===== src/shared/opmode_pkg.sv =====
// package: register map, mode codes, range codes and timing constants of the operating-mode control
// What this block does
// RULE1 - standby plus six measurement modes, three on the 16-bit delta-sigma chain and three on the 12-bit SAR chain.
// RULE2 - in standby all measurement stops, the FIFO is left untouched and no new interrupt is raised.
// RULE3 - after power-up the block sits in standby with every sensor function off.
// RULE4 - the host changes configuration only in standby, otherwise a change may cover part of a measurement.
// RULE5 - every non-standby mode is measurement, and one delta-sigma plus one SAR mode may run together.
// RULE6 - the host waits 2 ms after entering measurement before reading acceleration data.
// RULE7 - ranges of 4, 8 and 16 g are selectable and sensitivity scales with the range.
// RULE8 - a 12-bit temperature reading is kept, optionally pushed to the FIFO, updating with the axis samples.
// RULE9 - the temperature channel samples at 100 Hz and its last value repeats on faster axis samples.
// RULE10 - the operating mode is taken from the mode-select register at address 0x26.
// RULE11 - each axis output rises when the device accelerates in the positive direction of that axis.
// RULE12 - each mode has its own code, and the register resets to the standby code.
package opmode_pkg;
  localparam logic [7:0] MODE_SELECT_ADDR = 8'h26;
  // mode field bits [3:0], range field bits [5:4]
  localparam int MODE_LSB = 0;
  localparam int MODE_W = 4;
  localparam int RANGE_LSB = 4;
  localparam int RANGE_W = 2;
  localparam logic [7:0] MODE_SELECT_RESET = 8'h00;
  localparam int DSM_W = 16;
  localparam int SAR_W = 12;
  localparam int TEMP_W = 12;

  // mode codes: 0x1..0x6 = single mode, 0x7 enables no chain, codes 0x8..0xF pair one dsm and one sar mode
  localparam logic [3:0] CODE_STANDBY = 4'h0;
  localparam logic [3:0] CODE_HIGH_FIDELITY = 4'h1;
  localparam logic [3:0] CODE_REDUCED_BW = 4'h2;
  localparam logic [3:0] CODE_LOW_POWER = 4'h3;
  localparam logic [3:0] CODE_VERY_LOW_POWER = 4'h4;
  localparam logic [3:0] CODE_ULTRA_LOW_POWER = 4'h5;
  localparam logic [3:0] CODE_HEART_SOUND = 4'h6;

  localparam logic [1:0] RANGE_4G = 2'h0;
  localparam logic [1:0] RANGE_8G = 2'h1;
  localparam logic [1:0] RANGE_16G = 2'h2;

  localparam int CLK_HZ = 100_000_000;
  localparam int SETTLE_MS = 2;
  localparam int SETTLE_CYCLES = CLK_HZ / 1000 * SETTLE_MS;
  localparam int TEMP_ODR_HZ = 100;
  localparam int TEMP_CYCLES = CLK_HZ / TEMP_ODR_HZ;

  typedef enum logic [1:0] {
    ST_STANDBY,
    ST_SETTLE,
    ST_MEASURE
  } phase_t;
endpackage : opmode_pkg


===== src/logic/accel_operating_mode_control.sv =====
// operating-mode control: mode register, chain enables, settling, range select output and data gating
`timescale 1ns/100ps
`default_nettype none
module accel_operating_mode_control #(
  parameter int unsigned SETTLE_CYCLES = opmode_pkg::SETTLE_CYCLES,
  parameter int unsigned TEMP_CYCLES = opmode_pkg::TEMP_CYCLES
) (
  // clock and reset
  input wire logic i_clk,
  input wire logic i_arst_n,
  // register access from the serial control port
  input wire logic i_reg_wr,
  input wire logic i_reg_rd,
  input wire logic [7:0] i_reg_addr,
  input wire logic [7:0] i_reg_wdata,
  output logic [7:0] o_reg_rdata,
  output logic o_reg_rvalid,
  // converter results and events
  input wire logic i_dsm_strobe,
  input wire logic [opmode_pkg::DSM_W-1:0] i_dsm_data,
  input wire logic i_sar_strobe,
  input wire logic [opmode_pkg::SAR_W-1:0] i_sar_data,
  input wire logic [opmode_pkg::TEMP_W-1:0] i_temp_raw,
  input wire logic i_temp_enable,
  input wire logic i_temp_to_fifo,
  input wire logic i_event,
  // chain controls
  output logic o_dsm_enable,
  output logic o_sar_enable,
  output logic o_sensor_on,
  output logic [1:0] o_range,
  output logic o_settled,
  // samples toward output registers and fifo
  output logic o_accel_valid,
  output logic [15:0] o_accel_data,
  output logic o_fifo_write,
  output logic o_temp_valid,
  output logic [opmode_pkg::TEMP_W-1:0] o_temp_data,
  output logic o_irq_event
);
  // ****************************************
  // decode helpers
  // ****************************************
  function automatic logic uses_dsm(input logic [3:0] code);
    uses_dsm = code[3] || (code >= opmode_pkg::CODE_HIGH_FIDELITY && code <= opmode_pkg::CODE_LOW_POWER);
  endfunction : uses_dsm

  function automatic logic uses_sar(input logic [3:0] code);
    uses_sar = code[3] || (code >= opmode_pkg::CODE_VERY_LOW_POWER && code <= opmode_pkg::CODE_HEART_SOUND);
  endfunction : uses_sar

  // sar data is left aligned to 16 bits so the sign and the positive direction hold
  function automatic logic [15:0] widen_sar(input logic [opmode_pkg::SAR_W-1:0] v);
    widen_sar = {v, 4'h0};
  endfunction : widen_sar

  typedef struct packed {
    logic [7:0] mode_reg;
    opmode_pkg::phase_t phase;
    logic [31:0] settle_cnt;
    logic [7:0] rdata;
    logic rvalid;
    logic dsm_en;
    logic sar_en;
    logic accel_valid;
    logic [15:0] accel_data;
    logic fifo_write;
    logic irq;
    logic sensor_on;
    logic settled;
    logic temp_valid;
    logic [opmode_pkg::TEMP_W-1:0] temp_data;
  } ctrl_state_t;

  ctrl_state_t s_q;
  ctrl_state_t s_d;

  logic [3:0] mode_code;
  logic measuring;
  logic axis_strobe;
  logic [opmode_pkg::TEMP_W-1:0] temp_val;
  logic temp_strobe;

  assign mode_code = s_q.mode_reg[opmode_pkg::MODE_LSB +: opmode_pkg::MODE_W];
  assign measuring = (s_q.phase != opmode_pkg::ST_STANDBY);
  assign axis_strobe = (s_q.dsm_en && i_dsm_strobe) || (s_q.sar_en && i_sar_strobe);

  // ****************************************
  // temperature channel
  // ****************************************
  temp_sampler #(
    .TEMP_CYCLES(TEMP_CYCLES)
  ) u_temp (
    .i_clk(i_clk),
    .i_arst_n(i_arst_n),
    .i_run(measuring && i_temp_enable),
    .i_axis_strobe(axis_strobe),
    .i_temp_raw(i_temp_raw),
    .o_temp(temp_val),
    .o_temp_strobe(temp_strobe)
  );

  // ****************************************
  // next state
  // ****************************************
  always_comb begin
    s_d = s_q;
    s_d.rvalid = 1'b0;
    s_d.accel_valid = 1'b0;
    s_d.fifo_write = 1'b0;
    s_d.irq = 1'b0;
    // host is expected to write only in standby; the write takes effect at once regardless
    if (i_reg_wr && i_reg_addr == opmode_pkg::MODE_SELECT_ADDR) begin
      s_d.mode_reg = i_reg_wdata; // RULE10 RULE4
    end
    if (i_reg_rd) begin
      s_d.rvalid = 1'b1;
      s_d.rdata = (i_reg_addr == opmode_pkg::MODE_SELECT_ADDR) ? s_q.mode_reg : 8'h00;
    end
    s_d.dsm_en = uses_dsm(mode_code); // RULE1 RULE5
    s_d.sar_en = uses_sar(mode_code); // RULE1 RULE5
    s_d.sensor_on = uses_dsm(mode_code) || uses_sar(mode_code); // RULE3
    s_d.temp_valid = temp_strobe; // RULE8
    s_d.temp_data = temp_val;
    unique case (s_q.phase)
      opmode_pkg::ST_STANDBY: begin
        s_d.settle_cnt = 32'h0000_0000;
        if (mode_code != opmode_pkg::CODE_STANDBY) begin
          s_d.phase = opmode_pkg::ST_SETTLE; // RULE5
        end
      end
      opmode_pkg::ST_SETTLE: begin
        if (mode_code == opmode_pkg::CODE_STANDBY) begin
          s_d.phase = opmode_pkg::ST_STANDBY;
        end else if (s_q.settle_cnt == 32'(SETTLE_CYCLES - 1)) begin
          s_d.phase = opmode_pkg::ST_MEASURE; // RULE6
        end else begin
          s_d.settle_cnt = s_q.settle_cnt + 32'h0000_0001;
        end
      end
      opmode_pkg::ST_MEASURE: begin
        if (mode_code == opmode_pkg::CODE_STANDBY) begin
          s_d.phase = opmode_pkg::ST_STANDBY;
        end
      end
    endcase
    s_d.settled = (s_d.phase == opmode_pkg::ST_MEASURE); // RULE6
    // standby: no samples, no fifo writes, no events
    if (measuring) begin // RULE2
      if (s_q.dsm_en && i_dsm_strobe) begin
        s_d.accel_valid = 1'b1;
        s_d.accel_data = i_dsm_data; // RULE11 RULE7
        s_d.fifo_write = 1'b1;
      end else if (s_q.sar_en && i_sar_strobe) begin
        s_d.accel_valid = 1'b1;
        s_d.accel_data = widen_sar(i_sar_data); // RULE11 RULE7
        s_d.fifo_write = 1'b1;
      end
      // temperature reaches the fifo only while measuring, so standby leaves the fifo alone
      if (temp_strobe && i_temp_to_fifo) begin
        s_d.fifo_write = 1'b1; // RULE8 RULE2
      end
      s_d.irq = i_event;
    end
  end

  always_ff @(posedge i_clk or negedge i_arst_n) begin
    if (!i_arst_n) begin
      s_q <= '0;
      s_q.mode_reg <= opmode_pkg::MODE_SELECT_RESET; // RULE3 RULE12
      s_q.phase <= opmode_pkg::ST_STANDBY; // RULE3
    end else begin
      s_q <= s_d;
    end
  end

  // ****************************************
  // outputs
  // ****************************************
  assign o_reg_rdata = s_q.rdata;
  assign o_reg_rvalid = s_q.rvalid;
  assign o_dsm_enable = s_q.dsm_en;
  assign o_sar_enable = s_q.sar_en;
  assign o_sensor_on = s_q.sensor_on;
  // range travels to the analog scaling directly; code 3 is treated as 16 g there
  assign o_range = s_q.mode_reg[opmode_pkg::RANGE_LSB +: opmode_pkg::RANGE_W]; // RULE7
  assign o_settled = s_q.settled;
  assign o_accel_valid = s_q.accel_valid;
  assign o_accel_data = s_q.accel_data;
  assign o_fifo_write = s_q.fifo_write;
  assign o_temp_valid = s_q.temp_valid;
  assign o_temp_data = s_q.temp_data;
  assign o_irq_event = s_q.irq;
endmodule : accel_operating_mode_control
`default_nettype wire


===== src/logic/temp_sampler.sv =====
// temperature channel: 100 hz sample timer holding the last reading
`timescale 1ns/100ps
`default_nettype none
module temp_sampler #(
  parameter int unsigned TEMP_CYCLES = opmode_pkg::TEMP_CYCLES
) (
  // clock and reset
  input wire logic i_clk,
  input wire logic i_arst_n,
  // control
  input wire logic i_run,
  input wire logic i_axis_strobe,
  input wire logic [opmode_pkg::TEMP_W-1:0] i_temp_raw,
  // result
  output logic [opmode_pkg::TEMP_W-1:0] o_temp,
  output logic o_temp_strobe
);
  typedef struct packed {
    logic [31:0] tick;
    logic [opmode_pkg::TEMP_W-1:0] temp;
    logic strobe;
  } temp_state_t;

  temp_state_t s_q;
  temp_state_t s_d;

  always_comb begin
    s_d = s_q;
    s_d.strobe = 1'b0;
    if (!i_run) begin
      s_d.tick = 32'h0000_0000;
    end else if (s_q.tick == 32'(TEMP_CYCLES - 1)) begin
      s_d.tick = 32'h0000_0000;
      s_d.temp = i_temp_raw; // RULE9
    end else begin
      s_d.tick = s_q.tick + 32'h0000_0001;
    end
    // while running, the held value is re-issued with every axis sample, fresh or repeated
    if (i_run && i_axis_strobe) begin
      s_d.strobe = 1'b1; // RULE8 RULE9
    end
  end

  always_ff @(posedge i_clk or negedge i_arst_n) begin
    if (!i_arst_n) begin
      s_q <= '0;
    end else begin
      s_q <= s_d;
    end
  end

  assign o_temp = s_q.temp;
  assign o_temp_strobe = s_q.strobe;
endmodule : temp_sampler
`default_nettype wire


===== config.mk =====
export PLATFORM = sky130hd
export DESIGN_NAME = accel_operating_mode_control
export DESIGN_NICKNAME = d
export VERILOG_FILES = /design/src/shared/opmode_pkg.sv /design/src/logic/accel_operating_mode_control.sv /design/src/logic/temp_sampler.sv
export SDC_FILE = /design/constraint.sdc
export NUM_CORES = 1
export LEC_CHECK = 0
export BUFFER_PORTS_ARGS = -buffer_cell sky130_fd_sc_hd__buf_4
export CAP_MARGIN = 20
export CORE_ASPECT_RATIO = 1.25
export CORE_MARGIN = 10
export CORE_UTILIZATION = 51
export CTS_CLUSTER_SIZE = 10
export DETAILED_ROUTE_END_ITERATION = 7
export PLACE_DENSITY = 0.82
export SLEW_MARGIN = 30
export SYNTH_ARGS = -nofsm -noshare
export SYNTH_HDL_FRONTEND = slang
export SYNTH_HIERARCHICAL = 1
export SYNTH_SLANG_ARGS = --single-unit
export TNS_END_PERCENT = 5

===== constraint.sdc =====
create_clock -name i_clk -period 2.2 [get_ports i_clk]
set_clock_uncertainty 0.1 [all_clocks]
set_input_delay 0.44 -clock i_clk [delete_from_list [all_inputs] [get_ports i_clk]]
set_output_delay 0.44 -clock i_clk [all_outputs]
set_load 0.005 [all_outputs]

* Yosys cells after proc, flatten, opt, wreduce, memory -nomap -nowiden
Cells that the tools add are included.
** Storage, ports and cells
- Register bits :: 132
- Word-level logic and storage cells :: 70
- Input port bits :: 65
- Output and inout port bits :: 47
** Cells by class
- $lt $le $gt $ge :: 4
- Eq/ne operators :: 8
- Muxes and demuxes :: 17
- Reduce and logical (&&, ||, !) cells :: 21
- Add/subtract/negate cells :: 2
** Operators with widths (count)
- $mux W32 :: 4
- $add A32 B1 Y32 const B :: 2
- $pmux W32 S2 :: 1
- $mux W18 :: 2
- $eq A32 B18 Y1 const B :: 1
- $eq A32 B20 Y1 const B :: 1
- $mux W19 :: 1
- $eq A8 B6 Y1 const B :: 1
- $logic_and A1 B1 Y1 :: 8
- $mux W2 :: 4
- $mux W8 :: 1
- $pmux W2 S3 :: 1
- $reduce_bool A2 Y1 :: 3
- $eq A2 B2 Y1 const B :: 2
- $ge A4 B1 Y1 const B :: 1
- $ge A4 B3 Y1 const B :: 1
- $le A4 B2 Y1 const B :: 1
- $le A4 B3 Y1 const B :: 1
- $logic_not A4 Y1 :: 1
- $logic_or A1 B1 Y1 :: 4
- $ne A2 B2 Y1 const B :: 2
- $reduce_and A2 Y1 :: 2
- $reduce_bool A4 Y1 :: 1
- $mux W1 :: 3
- 3 further kinds :: 3

* Logic depth before layout (Yosys ltp)
Gate-level depths: netlist of run 1.
- Depth after elaboration :: 5
- Depth in mapped cells :: 8
- Mapped depth without buffers :: 7

* By module
The synthesis of run 1 kept the hierarchy.
** By module, submodules not included
- accel_operating_mode_control :: sequential area each 2177.1 sq um, cells an instance 417, area an instance 4310.4 sq um, times used 1
- temp_sampler :: sequential area each 1126.1 sq um, cells an instance 237, area an instance 2451.1 sq um, times used 1

* Worst setup path before layout of run 1
OpenSTA, ideal clock, no wires.
- Path kind :: reg2reg
- From :: register u_temp/s_q[28] (netlist bit)
- To :: register u_temp.s_q (netlist bit u_temp/o_temp[10])
- Path buffers :: 3
- Library setup time :: 125 ps
- Stages on the path, launching flop included :: 9
- Data required time :: 1975 ps
- Setup slack :: -92 ps
- Period minus slack after synthesis :: 2292 ps
- Arrival :: 2067 ps
- Cell sequence :: dfrtp_1 buf_6 nor4b_2 nand4_1 or4_1 buf_2 nor3_4 buf_12 mux2_4
** On the way
- Word-level cells in the longest chain between the ends :: 2
** RTL lines
- from (decl) :: line temp_sampler.sv:24 : temp_state_t s_q;
- from (signal assigned) :: line temp_sampler.sv:46 : s_q <= '0;
- from (signal assigned) :: line temp_sampler.sv:48 : s_q <= s_d;
- $eq A32 B20 Y1 :: line temp_sampler.sv:32 : end else if (s_q.tick == 32'(TEMP_CYCLES - 1)) begin
- $reduce_and A2 Y1 (no source line)
No other way between the ends.
A chain may end at the register's enable or synchronous reset.

* Final worst setup path of run 1
- From :: register u_temp/s_q[34] (netlist bit)
- To :: register u_temp.s_q (netlist bit u_temp/o_temp[4])
The elaborated chain is that of the path after synthesis.

==> results.sh, run 1 <==
export IMPL_outcome="finished, violations left"
export IMPL_violations="setup timing"
export IMPL_cts_sinks=132
export IMPL_n_fill_cell=932
export IMPL_drc=0
export IMPL_antennaDiodeCount=0
export IMPL_hpwlAfterDp_microns=12600
export IMPL_vias=5554
export IMPL_ys_flop_type="dfrtp_1"
export IMPL_cp_arrival_ns=2.49
export IMPL_min_path_cells=2
export IMPL_p_leak_nw=3.99
export IMPL_p_per_area_mw_per_mm2=798
export IMPL_place_area_sq_mm=0.00783
export IMPL_die_x_microns=123
export IMPL_start_kind="register"
export IMPL_setup_tns_ns=-0.863
export IMPL_fin_area_sq_mm=0.00851
export IMPL_worst_slew_pin_slew_ns=0.627
export IMPL_cts_root_buf="clkbuf_16"
export IMPL_ff_latch_area_sq_mm=0.00330
export IMPL_num_rows=47
export IMPL_rsz0062_at_grt="yes"
export IMPL_die_area_sq_mm=0.0183
export IMPL_syn_num_nets=724
export IMPL_grt_pass1_wl_microns=28800
export IMPL_wl_per_cell_microns=18.5
export IMPL_drt_vias_per_instance=5.81
export IMPL_ys_ff_latch=132
export IMPL_cts_clk_slew_worst_paths_ns=0.07
export IMPL_io_pin_count=112
export IMPL_syn_to_final_growth_pct=25.8
export IMPL_grtUsageTotal_pct=19.2
export IMPL_ir_drop_mv=0.525
export IMPL_htree_levels=4
export IMPL_worstSetupPathType="reg -> reg"
export IMPL_drive_above_1_share_pct=33.2
export IMPL_hp_class="in -> reg"
export IMPL_avgSynthCellArea_sq_um=10.3
export IMPL_grt_pass1_vias=5882
export IMPL_syn_instance_count=654
export IMPL_start_util_pct=51.6
export IMPL_worst_path_max_fanout=12
export IMPL_endpoint_kind="register"
export IMPL_layout_nets=842
export IMPL_max_cap_violations=0
export IMPL_synth_cell_types=64
export IMPL_core_sq_mm=0.0131
export IMPL_port_buffers=111
export IMPL_drt_iter0_drc=398
export IMPL_clock_latency_ns=0.42
export IMPL_r2r_cells=6
export IMPL_cp_required_ns=2.41
export IMPL_drt_first_pass_iters=6
export IMPL_cts_setup_buffers=0
export IMPL_ys_seq_area_share_pct=48.9
export IMPL_overflow=0
export IMPL_fmax_mhz=439
export IMPL_wirelength_microns=17700
export IMPL_finalSetupViolCount=13
export IMPL_slowest_delay_ns=0.46
export IMPL_tritoncts="done"
export IMPL_period_needed_ns=2.28
export IMPL_syn_area_sq_mm=0.00676
export IMPL_timing_final_crit_share_pct=104
export IMPL_antenna_found_initial=0
export IMPL_synthArstFlopShare_pct=100
export IMPL_finalHoldViolCount=0
export IMPL_die_h_microns=149
export IMPL_cpMaxStageDelayCell="or4_4"
export IMPL_cts_buffer_depth=2
export IMPL_fin_hold_ws_ns=0.141
export IMPL_routabilityCongestion=0.914
export IMPL_ys_warn_count=6
export IMPL_antenna_left=0
export IMPL_drv_slew=0
export IMPL_max_slew_margin_pct=58.2
export IMPL_multi_input_area_sq_mm=0.00293
export IMPL_cts_buffers=17
export IMPL_grt_start_max_net_pins=69
export IMPL_path_cells="nor4b_4 > nand4_1 > or4_4 > nor3_4 > buf_12 > mux2_4"
export IMPL_synth_edf_count=0
export IMPL_setup_ws_ns=-0.0778
power breakdown:
| part | switching (mW) | internal, mW |
|---|---|---|
| clock | 1.29 | 1.54 |
| combinational | 0.648 | 0.549 |
| sequential | 0.127 | 2.63 |
cells by family after synthesis:
kind of cell	count (synthesis)	share of synthesized area (%)
compound gates	106	10.3
xor+xnor	18	2.33
fa+ha+maj	5	0.925
buf+inv	99	8.77
flops	132	48.9
mux	41	7.01
simple gates	253	21.9
synthesized netlist by cell type, types with 3 or more instances:
library cell / number / area, sq um
or3_1: 7 / 43.8
a21oi_1: 21 / 105
o41ai_1: 4 / 35.0
a32o_1: 4 / 40.0
nor3_1: 7 / 35.0
or4_1: 12 / 90.1
xor2_1: 17 / 149
nor3_4: 3 / 48.8
a31o_2: 3 / 26.3
nand4_1: 17 / 106
nor2b_1: 3 / 18.8
nand2b_1: 6 / 37.5
mux2_2: 11 / 124
nand2_1: 64 / 240
o21ai_0: 28 / 140
or2_2: 3 / 18.8
o311ai_0: 3 / 26.3
clkbuf_1: 18 / 67.6
and2_1: 5 / 31.3
o31ai_1: 10 / 75.1
nor4_4: 3 / 63.8
a22o_1: 4 / 35.0
o22ai_1: 10 / 62.6
nor4_1: 20 / 125
a31oi_1: 5 / 31.3
buf_4: 51 / 383
and3_1: 7 / 43.8
and4_1: 6 / 52.6
inv_1: 21 / 78.8
buf_2: 5 / 25.0
mux2i_1: 20 / 200
dfrtp_1: 132 / 3300
mux2_4: 10 / 150
ha_1: 5 / 62.6
nand3_1: 24 / 120
nor4b_1: 6 / 52.6
nor2_1: 43 / 161
final timing paths:
check                           slack [ns]          endpoint        startpoint
worst max-delay path                 -0.08  u_temp/o_temp[4]    u_temp/s_q[34]
worst min-delay path                  0.14  u_temp/o_temp[8]     i_temp_raw[8]
worst max register to register       -0.08  u_temp/o_temp[4]    u_temp/s_q[34]
worst min register to register        0.28    o_temp_data[4]  u_temp/o_temp[4]
max in group asynchronous             0.89    u_temp/s_q[23]          i_arst_n
min in group asynchronous             0.40      o_fifo_write          i_arst_n
worst max-delay path: cells and delay by family, from the launching register on:
family	cells	cell delay, ns
simple gates	4	1.15
mux	1	0.31
flops	1	0.42
buf+inv	1	0.18
repair_timing:
item / 4_1_cts / 5_1_grt
hold buffers: 1 / 0
resized for setup: 5 / 10
pin swaps: 1 / 2
endpoints found under the setup margin: 24 / 33
hold endpoints to repair: 29 / 0
final cells by class:
type                       instances  area share (%)
timing repair buffer             177            16.2
clock inverter                    15            2.13
clock buffer                      17            5.00
sequential                       132            38.8
tap                              171            2.52
multi-input combinational        423            34.4
inverter                          21           0.927
flip-flops by register name, summed over array words and instances (netlist names):
register              flops
s_q                      36
u_temp/s_q               32
o_accel_data             16
o_temp_data              12
u_temp/o_temp            12
o_reg_rdata               8
mode_code                 4
o_range                   2
o_accel_valid             1
o_dsm_enable              1
o_fifo_write              1
o_irq_event               1
o_reg_rvalid              1
o_sar_enable              1
o_sensor_on               1
o_settled                 1
o_temp_valid              1
u_temp/o_temp_strobe      1
through the flow:
| stage | instances | worst slack (ns) | util [%] | total power, mW |
|---|---|---|---|---|
| 6_report | 956 | -0.0778 | 64.9 | 6.78 |
| 5_1_grt | 956 | -0.151 | 64.9 | 7.07 |
| 4_1_cts | 956 | -0.0879 | 64.6 | 6.82 |
| 3_5_place_dp | 923 | -0.167 | 59.7 | 3.98 |
| 3_3_place_gp | 923 | -0.0999 | 59.7 | 3.93 |
| 2_1_floorplan | 654 | -0.0845 | - | 3.51 |
layer usage:
| layer | part of all wire (%) | vias to the layer above | GRT usage [%] | wire length, microns |
|---|---|---|---|---|
| met2 | 52 | 229 | 33.2 | 9230 |
| li1 | - | 2559 | - | - |
| met4 | 2.7 | 0 | 8.05 | 474 |
| met5 | 0 | - | 0 | 0 |
| met3 | 7.3 | 51 | 5.30 | 1300 |
| met1 | 38 | 2715 | 21.8 | 6710 |
placed cells by master, fill, tap and decap left out, types with 5 or more instances in the layout:
master,synthesis,final
o21ai_0,28,27
nand3_1,24,23
and2_1,5,5
nor3_1,7,7
inv_8,0,5
a31oi_1,5,5
nand2_1,64,64
a21oi_1,21,21
nor4b_1,6,6
nor4_1,20,17
dfrtp_1,132,132
inv_1,21,19
clkbuf_16,0,17
o31ai_1,10,10
mux2_2,11,9
o22ai_1,10,10
buf_4,51,171
mux2_4,10,12
or4_1,12,11
clkinv_8,0,5
or3_1,7,7
nand2b_1,6,6
nand4_1,17,17
xor2_1,17,17
and3_1,7,7
nor2_1,43,43
and4_1,6,6
mux2i_1,20,20
Power figures use the tool's default switching activity.
==> run 2: changes to the inputs <==
--- a/config.mk
+++ b/config.mk
@@ -9,10 +9,10 @@
 export CAP_MARGIN = 20
 export CORE_ASPECT_RATIO = 1.25
 export CORE_MARGIN = 10
-export CORE_UTILIZATION = 51
+export CORE_UTILIZATION = 56
 export CTS_CLUSTER_SIZE = 10
 export DETAILED_ROUTE_END_ITERATION = 7
-export PLACE_DENSITY = 0.82
+export PLACE_DENSITY = 0.85
 export SLEW_MARGIN = 30
 export SYNTH_ARGS = -nofsm -noshare
 export SYNTH_HDL_FRONTEND = slang
==> constraint.sdc (replaced) <==
create_clock -name i_clk -period 2.5 [get_ports i_clk]
set_clock_uncertainty 0.1 [all_clocks]
set_input_delay 0.5 -clock i_clk [delete_from_list [all_inputs] [get_ports i_clk]]
set_output_delay 0.5 -clock i_clk [all_outputs]
set_load 0.005 [all_outputs]
==> results.sh, run 2 (synthesis results as in run 1) <==
export IMPL_htree_levels=4
export IMPL_worst_slew_pin_slew_ns=0.716
export IMPL_min_path_cells=2
export IMPL_drive_above_1_share_pct=29.3
export IMPL_period_needed_ns=2.38
export IMPL_num_rows=44
export IMPL_antenna_left=0
export IMPL_switchingPower_mw=1.68
export IMPL_cts_clk_slew_worst_paths_ns=0.06
export IMPL_ir_drop_mv=0.498
export IMPL_drc=0
export IMPL_antennaDiodeCount=0
export IMPL_drt_first_pass_iters=8
export IMPL_cpMaxStageDelayCell="or4_1"
export IMPL_rr_endpoint="u_temp/o_temp[0]"
export IMPL_cp_required_ns=2.71
export IMPL_setup_ws_ns=0.117
export IMPL_wl_per_cell_microns=19.7
export IMPL_io_pin_count=112
export IMPL_setup_tns_ns=0
export IMPL_grt_pass1_vias=5680
export IMPL_grt_start_max_net_pins=54
export IMPL_wirelength_microns=18000
export IMPL_path_cells="nor4b_2 > nand4_1 > or4_1 > nor3_4 > buf_12 > mux2_2"
export IMPL_rsz0062_at_grt="no"
export IMPL_clockPowerShare_pct=43.1
export IMPL_cp_arrival_ns=2.60
export IMPL_core_sq_mm=0.0117
export IMPL_finalSetupViolCount=0
export IMPL_crit_path_start="u_temp/s_q[34]"
export IMPL_worstSetupPathType="reg -> reg"
export IMPL_cts_buffers=17
export IMPL_comb_power_share_pct=16.8
export IMPL_largest_register_ffs=36
export IMPL_start_util_pct=57.7
export IMPL_top_register="s_q"
export IMPL_vias=5476
export IMPL_slowest_delay_ns=0.58
export IMPL_place_area_sq_mm=0.00757
export IMPL_drt_vias_per_instance=6.00
export IMPL_pwr_share_seq_pct=40.0
export IMPL_critPathCapture="u_temp/o_temp[0]"
export IMPL_routabilityCongestion=0.984
export IMPL_final_common_cell="buf_4"
export IMPL_p_int_mw=4.39
export IMPL_drt_iter0_drc=391
export IMPL_cts_root_buf="clkbuf_16"
export IMPL_cts_sinks=132
export IMPL_crit_cells=6
export IMPL_grt_pass1_wl_microns=29100
export IMPL_antenna_found_initial=0
export IMPL_fin_area_sq_mm=0.00821
export IMPL_endpoint_kind="register"
export IMPL_path_buf_inv=1
export IMPL_die_area_sq_mm=0.0169
export IMPL_port_buffers=111
export IMPL_tritoncts="done"
export IMPL_grtUsageTotal_pct=21.0
export IMPL_hpwlAfterDp_microns=12600
export IMPL_start_kind="register"
export IMPL_final_cell_mix="138 x buf_4, 132 x dfrtp_1, 64 x nand2_1, 43 x nor2_1, 28 x o21ai_0"
export IMPL_hp_class="in -> reg"
export IMPL_p_per_area_mw_per_mm2=739
export IMPL_p_leak_nw=3.80
export IMPL_reg2reg_slack_ns=0.12
export IMPL_max_slew_margin_pct=52.1
export IMPL_fmax_mhz=420
export IMPL_layout_nets=808
export IMPL_r2r_cells=6
export IMPL_syn_to_final_growth_pct=21.5
export IMPL_drv_slew=0
export IMPL_die_h_microns=143
export IMPL_clock_latency_ns=0.42
export IMPL_min_from="i_temp_raw[9]"
export IMPL_outcome="finished clean"
export IMPL_overflow=0
export IMPL_max_cap_violations=0
export IMPL_reg2reg_from="u_temp/s_q[34]"
export IMPL_timing_final_crit_share_pct=95.3
export IMPL_pre_cts_ws_ns=0.111
export IMPL_p_sw_share_pct=27.7
export IMPL_finalHoldViolCount=0
export IMPL_crit_family="simple AND/OR/NAND/NOR gates"
export IMPL_worst_path_max_fanout=12
export IMPL_die_x_microns=118
export IMPL_cts_buffer_depth=2
## run 2: cell types whose count changed in the layout (fill, tap and decap cells not counted), moves of 2 or more
| cell | change |
|---|---|
| buf_4 | -33 |
| clkinv_8 | -5 |
| bufinv_16 | +3 |
| inv_8 | -3 |
| nor4_1 | +3 |
| nor4_2 | -3 |
| buf_6 | -2 |
| clkinv_4 | +2 |
| clkinvlp_4 | +2 |
| inv_1 | +2 |
| inv_2 | -2 |
| mux2_2 | +2 |
| mux2_4 | -2 |
## run 2: layout make-up
class,count,area (sq um)
inverter,21,78.8
fill,827,3510
timing repair buffer,143,1130
clock buffer,17,425
clock inverter,15,194
sequential,132,3300
tap,161,201
multi-input combinational,423,2890
## run 2: how the worst min path moves through the flow
stage,end,slack (ns)
after floorplan,mode_code[0],0.10
after global placement,o_temp_data[0],0.26
after detailed placement,o_temp_valid,0.27
after CTS,u_temp/o_temp[9],0.19
after global routing,u_temp/o_temp[8],0.20
final,u_temp/o_temp[9],0.20
## run 2: metrics by stage
stage,hold slack [ns],std cells,power (mW),utilization (%)
2_1_floorplan,0.104,654,3.09,-
3_3_place_gp,0.261,879,3.44,64.6
3_5_place_dp,0.268,879,3.48,64.6
4_1_cts,0.186,912,6.10,69.9
5_1_grt,0.197,912,6.31,70.0
6_report,0.198,912,6.07,70.0
## run 2: timing repair
| action | CTS | global route |
|---|---|---|
| setup buffers | 0 | 0 |
| hold buffers | 1 | 0 |
| resized for setup | 0 | 2 |
| endpoints found under the setup margin | 0 | 5 |
| hold endpoints to repair | 32 | 0 |
## run 2: power groups by stage
stage,sequential [mW],clock (mW),combinational [mW]
2_1_floorplan,2.44,0,0.655
5_1_grt,2.45,2.75,1.12
4_1_cts,2.43,2.65,1.03
3_3_place_gp,2.45,0,0.983
6_report,2.43,2.62,1.02
3_5_place_dp,2.46,0,1.02
## run 2: layer usage
metal	wire length [microns]	part of all wire (%)	vias up	GRT usage, %
li1	-	-	2498	-
met1	6690	37	2681	23.0
met2	9640	54	249	37.8
met3	1140	6.3	48	5.05
met4	514	2.9	0	9.65
met5	0	0	-	0
==> run 3: changes to the inputs <==
==> constraint.sdc (replaced) <==
create_clock -name i_clk -period 2.2 [get_ports i_clk]
set_clock_uncertainty 0.1 [all_clocks]
set_input_delay 0.44 -clock i_clk [delete_from_list [all_inputs] [get_ports i_clk]]
set_output_delay 0.44 -clock i_clk [all_outputs]
set_load 0.005 [all_outputs]
==> results.sh, run 3 (synthesis results as in run 1) <==
export IMPL_outcome="finished, violations left"
export IMPL_tritoncts="done"
export IMPL_vias=5785
export IMPL_wl_per_cell_microns=20.1
export IMPL_worst_path_max_fanout=12
export IMPL_routabilityCongestion=0.930
export IMPL_grtUsageTotal_pct=22.2
export IMPL_utilization_pct=72.1
export IMPL_port_buffers=111
export IMPL_top_register="s_q"
export IMPL_drv_slew=0
export IMPL_start_kind="register"
export IMPL_grt_pass1_vias=5997
export IMPL_endpoint_kind="register"
export IMPL_largest_register_ffs=36
export IMPL_pre_cts_ws_ns=-0.162
export IMPL_final_cell_mix="173 x buf_4, 127 x dfrtp_1, 64 x nand2_1, 43 x nor2_1, 27 x o21ai_0"
export IMPL_htree_levels=4
export IMPL_finalSetupViolCount=12
export IMPL_p_leak_nw=3.94
export IMPL_num_rows=44
export IMPL_core_sq_mm=0.0117
export IMPL_die_h_microns=143
export IMPL_cts_root_buf="clkbuf_16"
export IMPL_max_cap_violations=0
export IMPL_hpwlAfterDp_microns=13500
export IMPL_syn_to_final_growth_pct=25.1
export IMPL_die_area_sq_mm=0.0169
export IMPL_drt_first_pass_iters=8
export IMPL_p_per_area_mw_per_mm2=777
export IMPL_reg2reg_slack_ns=-0.08
export IMPL_worstSetupPathType="reg -> reg"
export IMPL_overflow=0
export IMPL_fmax_mhz=438
export IMPL_ir_drop_mv=0.699
export IMPL_setup_ws_ns=-0.0826
export IMPL_start_util_pct=57.7
export IMPL_cts_buffer_depth=2
export IMPL_drive_above_1_share_pct=34.3
export IMPL_cts_sinks=132
export IMPL_worst_slew_pin_slew_ns=0.459
export IMPL_period_needed_ns=2.28
export IMPL_hp_class="in -> reg"
export IMPL_cp_required_ns=2.41
export IMPL_antenna_found_initial=0
export IMPL_max_slew_margin_pct=69.3
export IMPL_antennaDiodeCount=0
export IMPL_layout_nets=842
export IMPL_timing_final_crit_share_pct=104
export IMPL_clock_latency_ns=0.42
export IMPL_drt_vias_per_instance=6.12
export IMPL_die_x_microns=118
export IMPL_antenna_left=0
export IMPL_rsz0062_at_grt="yes"
export IMPL_drt_iter0_drc=580
export IMPL_final_common_cell="buf_4"
export IMPL_finalHoldViolCount=0
export IMPL_grt_start_max_net_pins=46
export IMPL_cts_clk_slew_worst_paths_ns=0.06
export IMPL_violations="setup timing"
export IMPL_cp_arrival_ns=2.49
export IMPL_io_pin_count=112
export IMPL_setup_tns_ns=-0.865
export IMPL_wirelength_microns=19000
export IMPL_grt_pass1_wl_microns=30500
export IMPL_drc=0
export IMPL_cts_buffers=17
==> run 3: cell count changes in the layout (fill, tap and decap cells not counted), moves of 3 or more <==
cell	change
buf_4	+35
bufinv_16	-3
dfrtp_1	-5
clkinvlp_4	+3
nor4_2	+5
dfrtp_2	+5
nor4_1	-5
==> run 3: final timing paths <==
path,from,end,cells past startpoint
worst max-delay path,u_temp/s_q[19],u_temp/o_temp[10],6
min in group asynchronous,i_arst_n,s_q[56],2
worst max register to register,u_temp/s_q[19],u_temp/o_temp[10],6
max in group asynchronous,i_arst_n,s_q[47],3
worst min register to register,u_temp/o_temp_strobe,o_temp_valid,0
worst min-delay path,i_dsm_data[1],o_accel_data[1],2
==> run 3: report_power, final <==
group,total [mW],switching (mW),internal (mW)
Clock,2.58,1.10,1.48
Sequential,2.77,0.130,2.64
Combinational,1.23,0.665,0.569
==> run 3: layout make-up <==
type                            instances  area [sq um]
Clock buffer                           19           443
Clock inverter                         13           100
Fill cell                             740          3270
Inverter                               21          78.8
Multi-Input combinational cell        423          2960
Sequential cell                       132          3310
Tap cell                              161           201
Timing Repair Buffer                  177          1370
==> run 3: worst max-delay path, stage by stage, from the launching register on <==
cell,delay [ns]
dfrtp_1,0.40
nor4b_4,0.30
nand4_1,0.18
or4_4,0.48
nor3_4,0.20
buf_12,0.19
mux2_4,0.31
==> run 3: timing repair <==
item	CTS	global route
setup endpoints to repair	12	57
endpoints found under the hold margin	28	0
gates cloned	0	0
pin swaps	2	4
gates resized for setup	3	21
hold buffers	1	0
setup buffers	0	1
==> run 3: per-stage QoR <==
stage / std cells / power, mW / cell area, sq um / hold slack, ns
2_1_floorplan: 654 / 3.51 / 6770 / 0.0444
3_3_place_gp: 912 / 3.95 / 7810 / 0.260
3_5_place_dp: 912 / 4.03 / 7810 / 0.264
4_1_cts: 945 / 6.59 / 8370 / 0.134
5_1_grt: 946 / 6.85 / 8460 / 0.128
6_report: 946 / 6.57 / 8460 / 0.143
==> run 3: per-layer routing <==
metal	share of wire, %	up-vias	GRT usage, %
li1	-	2570	-
met1	34	2811	23.8
met2	54	329	40.1
met3	8.4	75	6.47
met4	3.7	0	9.13
met5	0	-	0
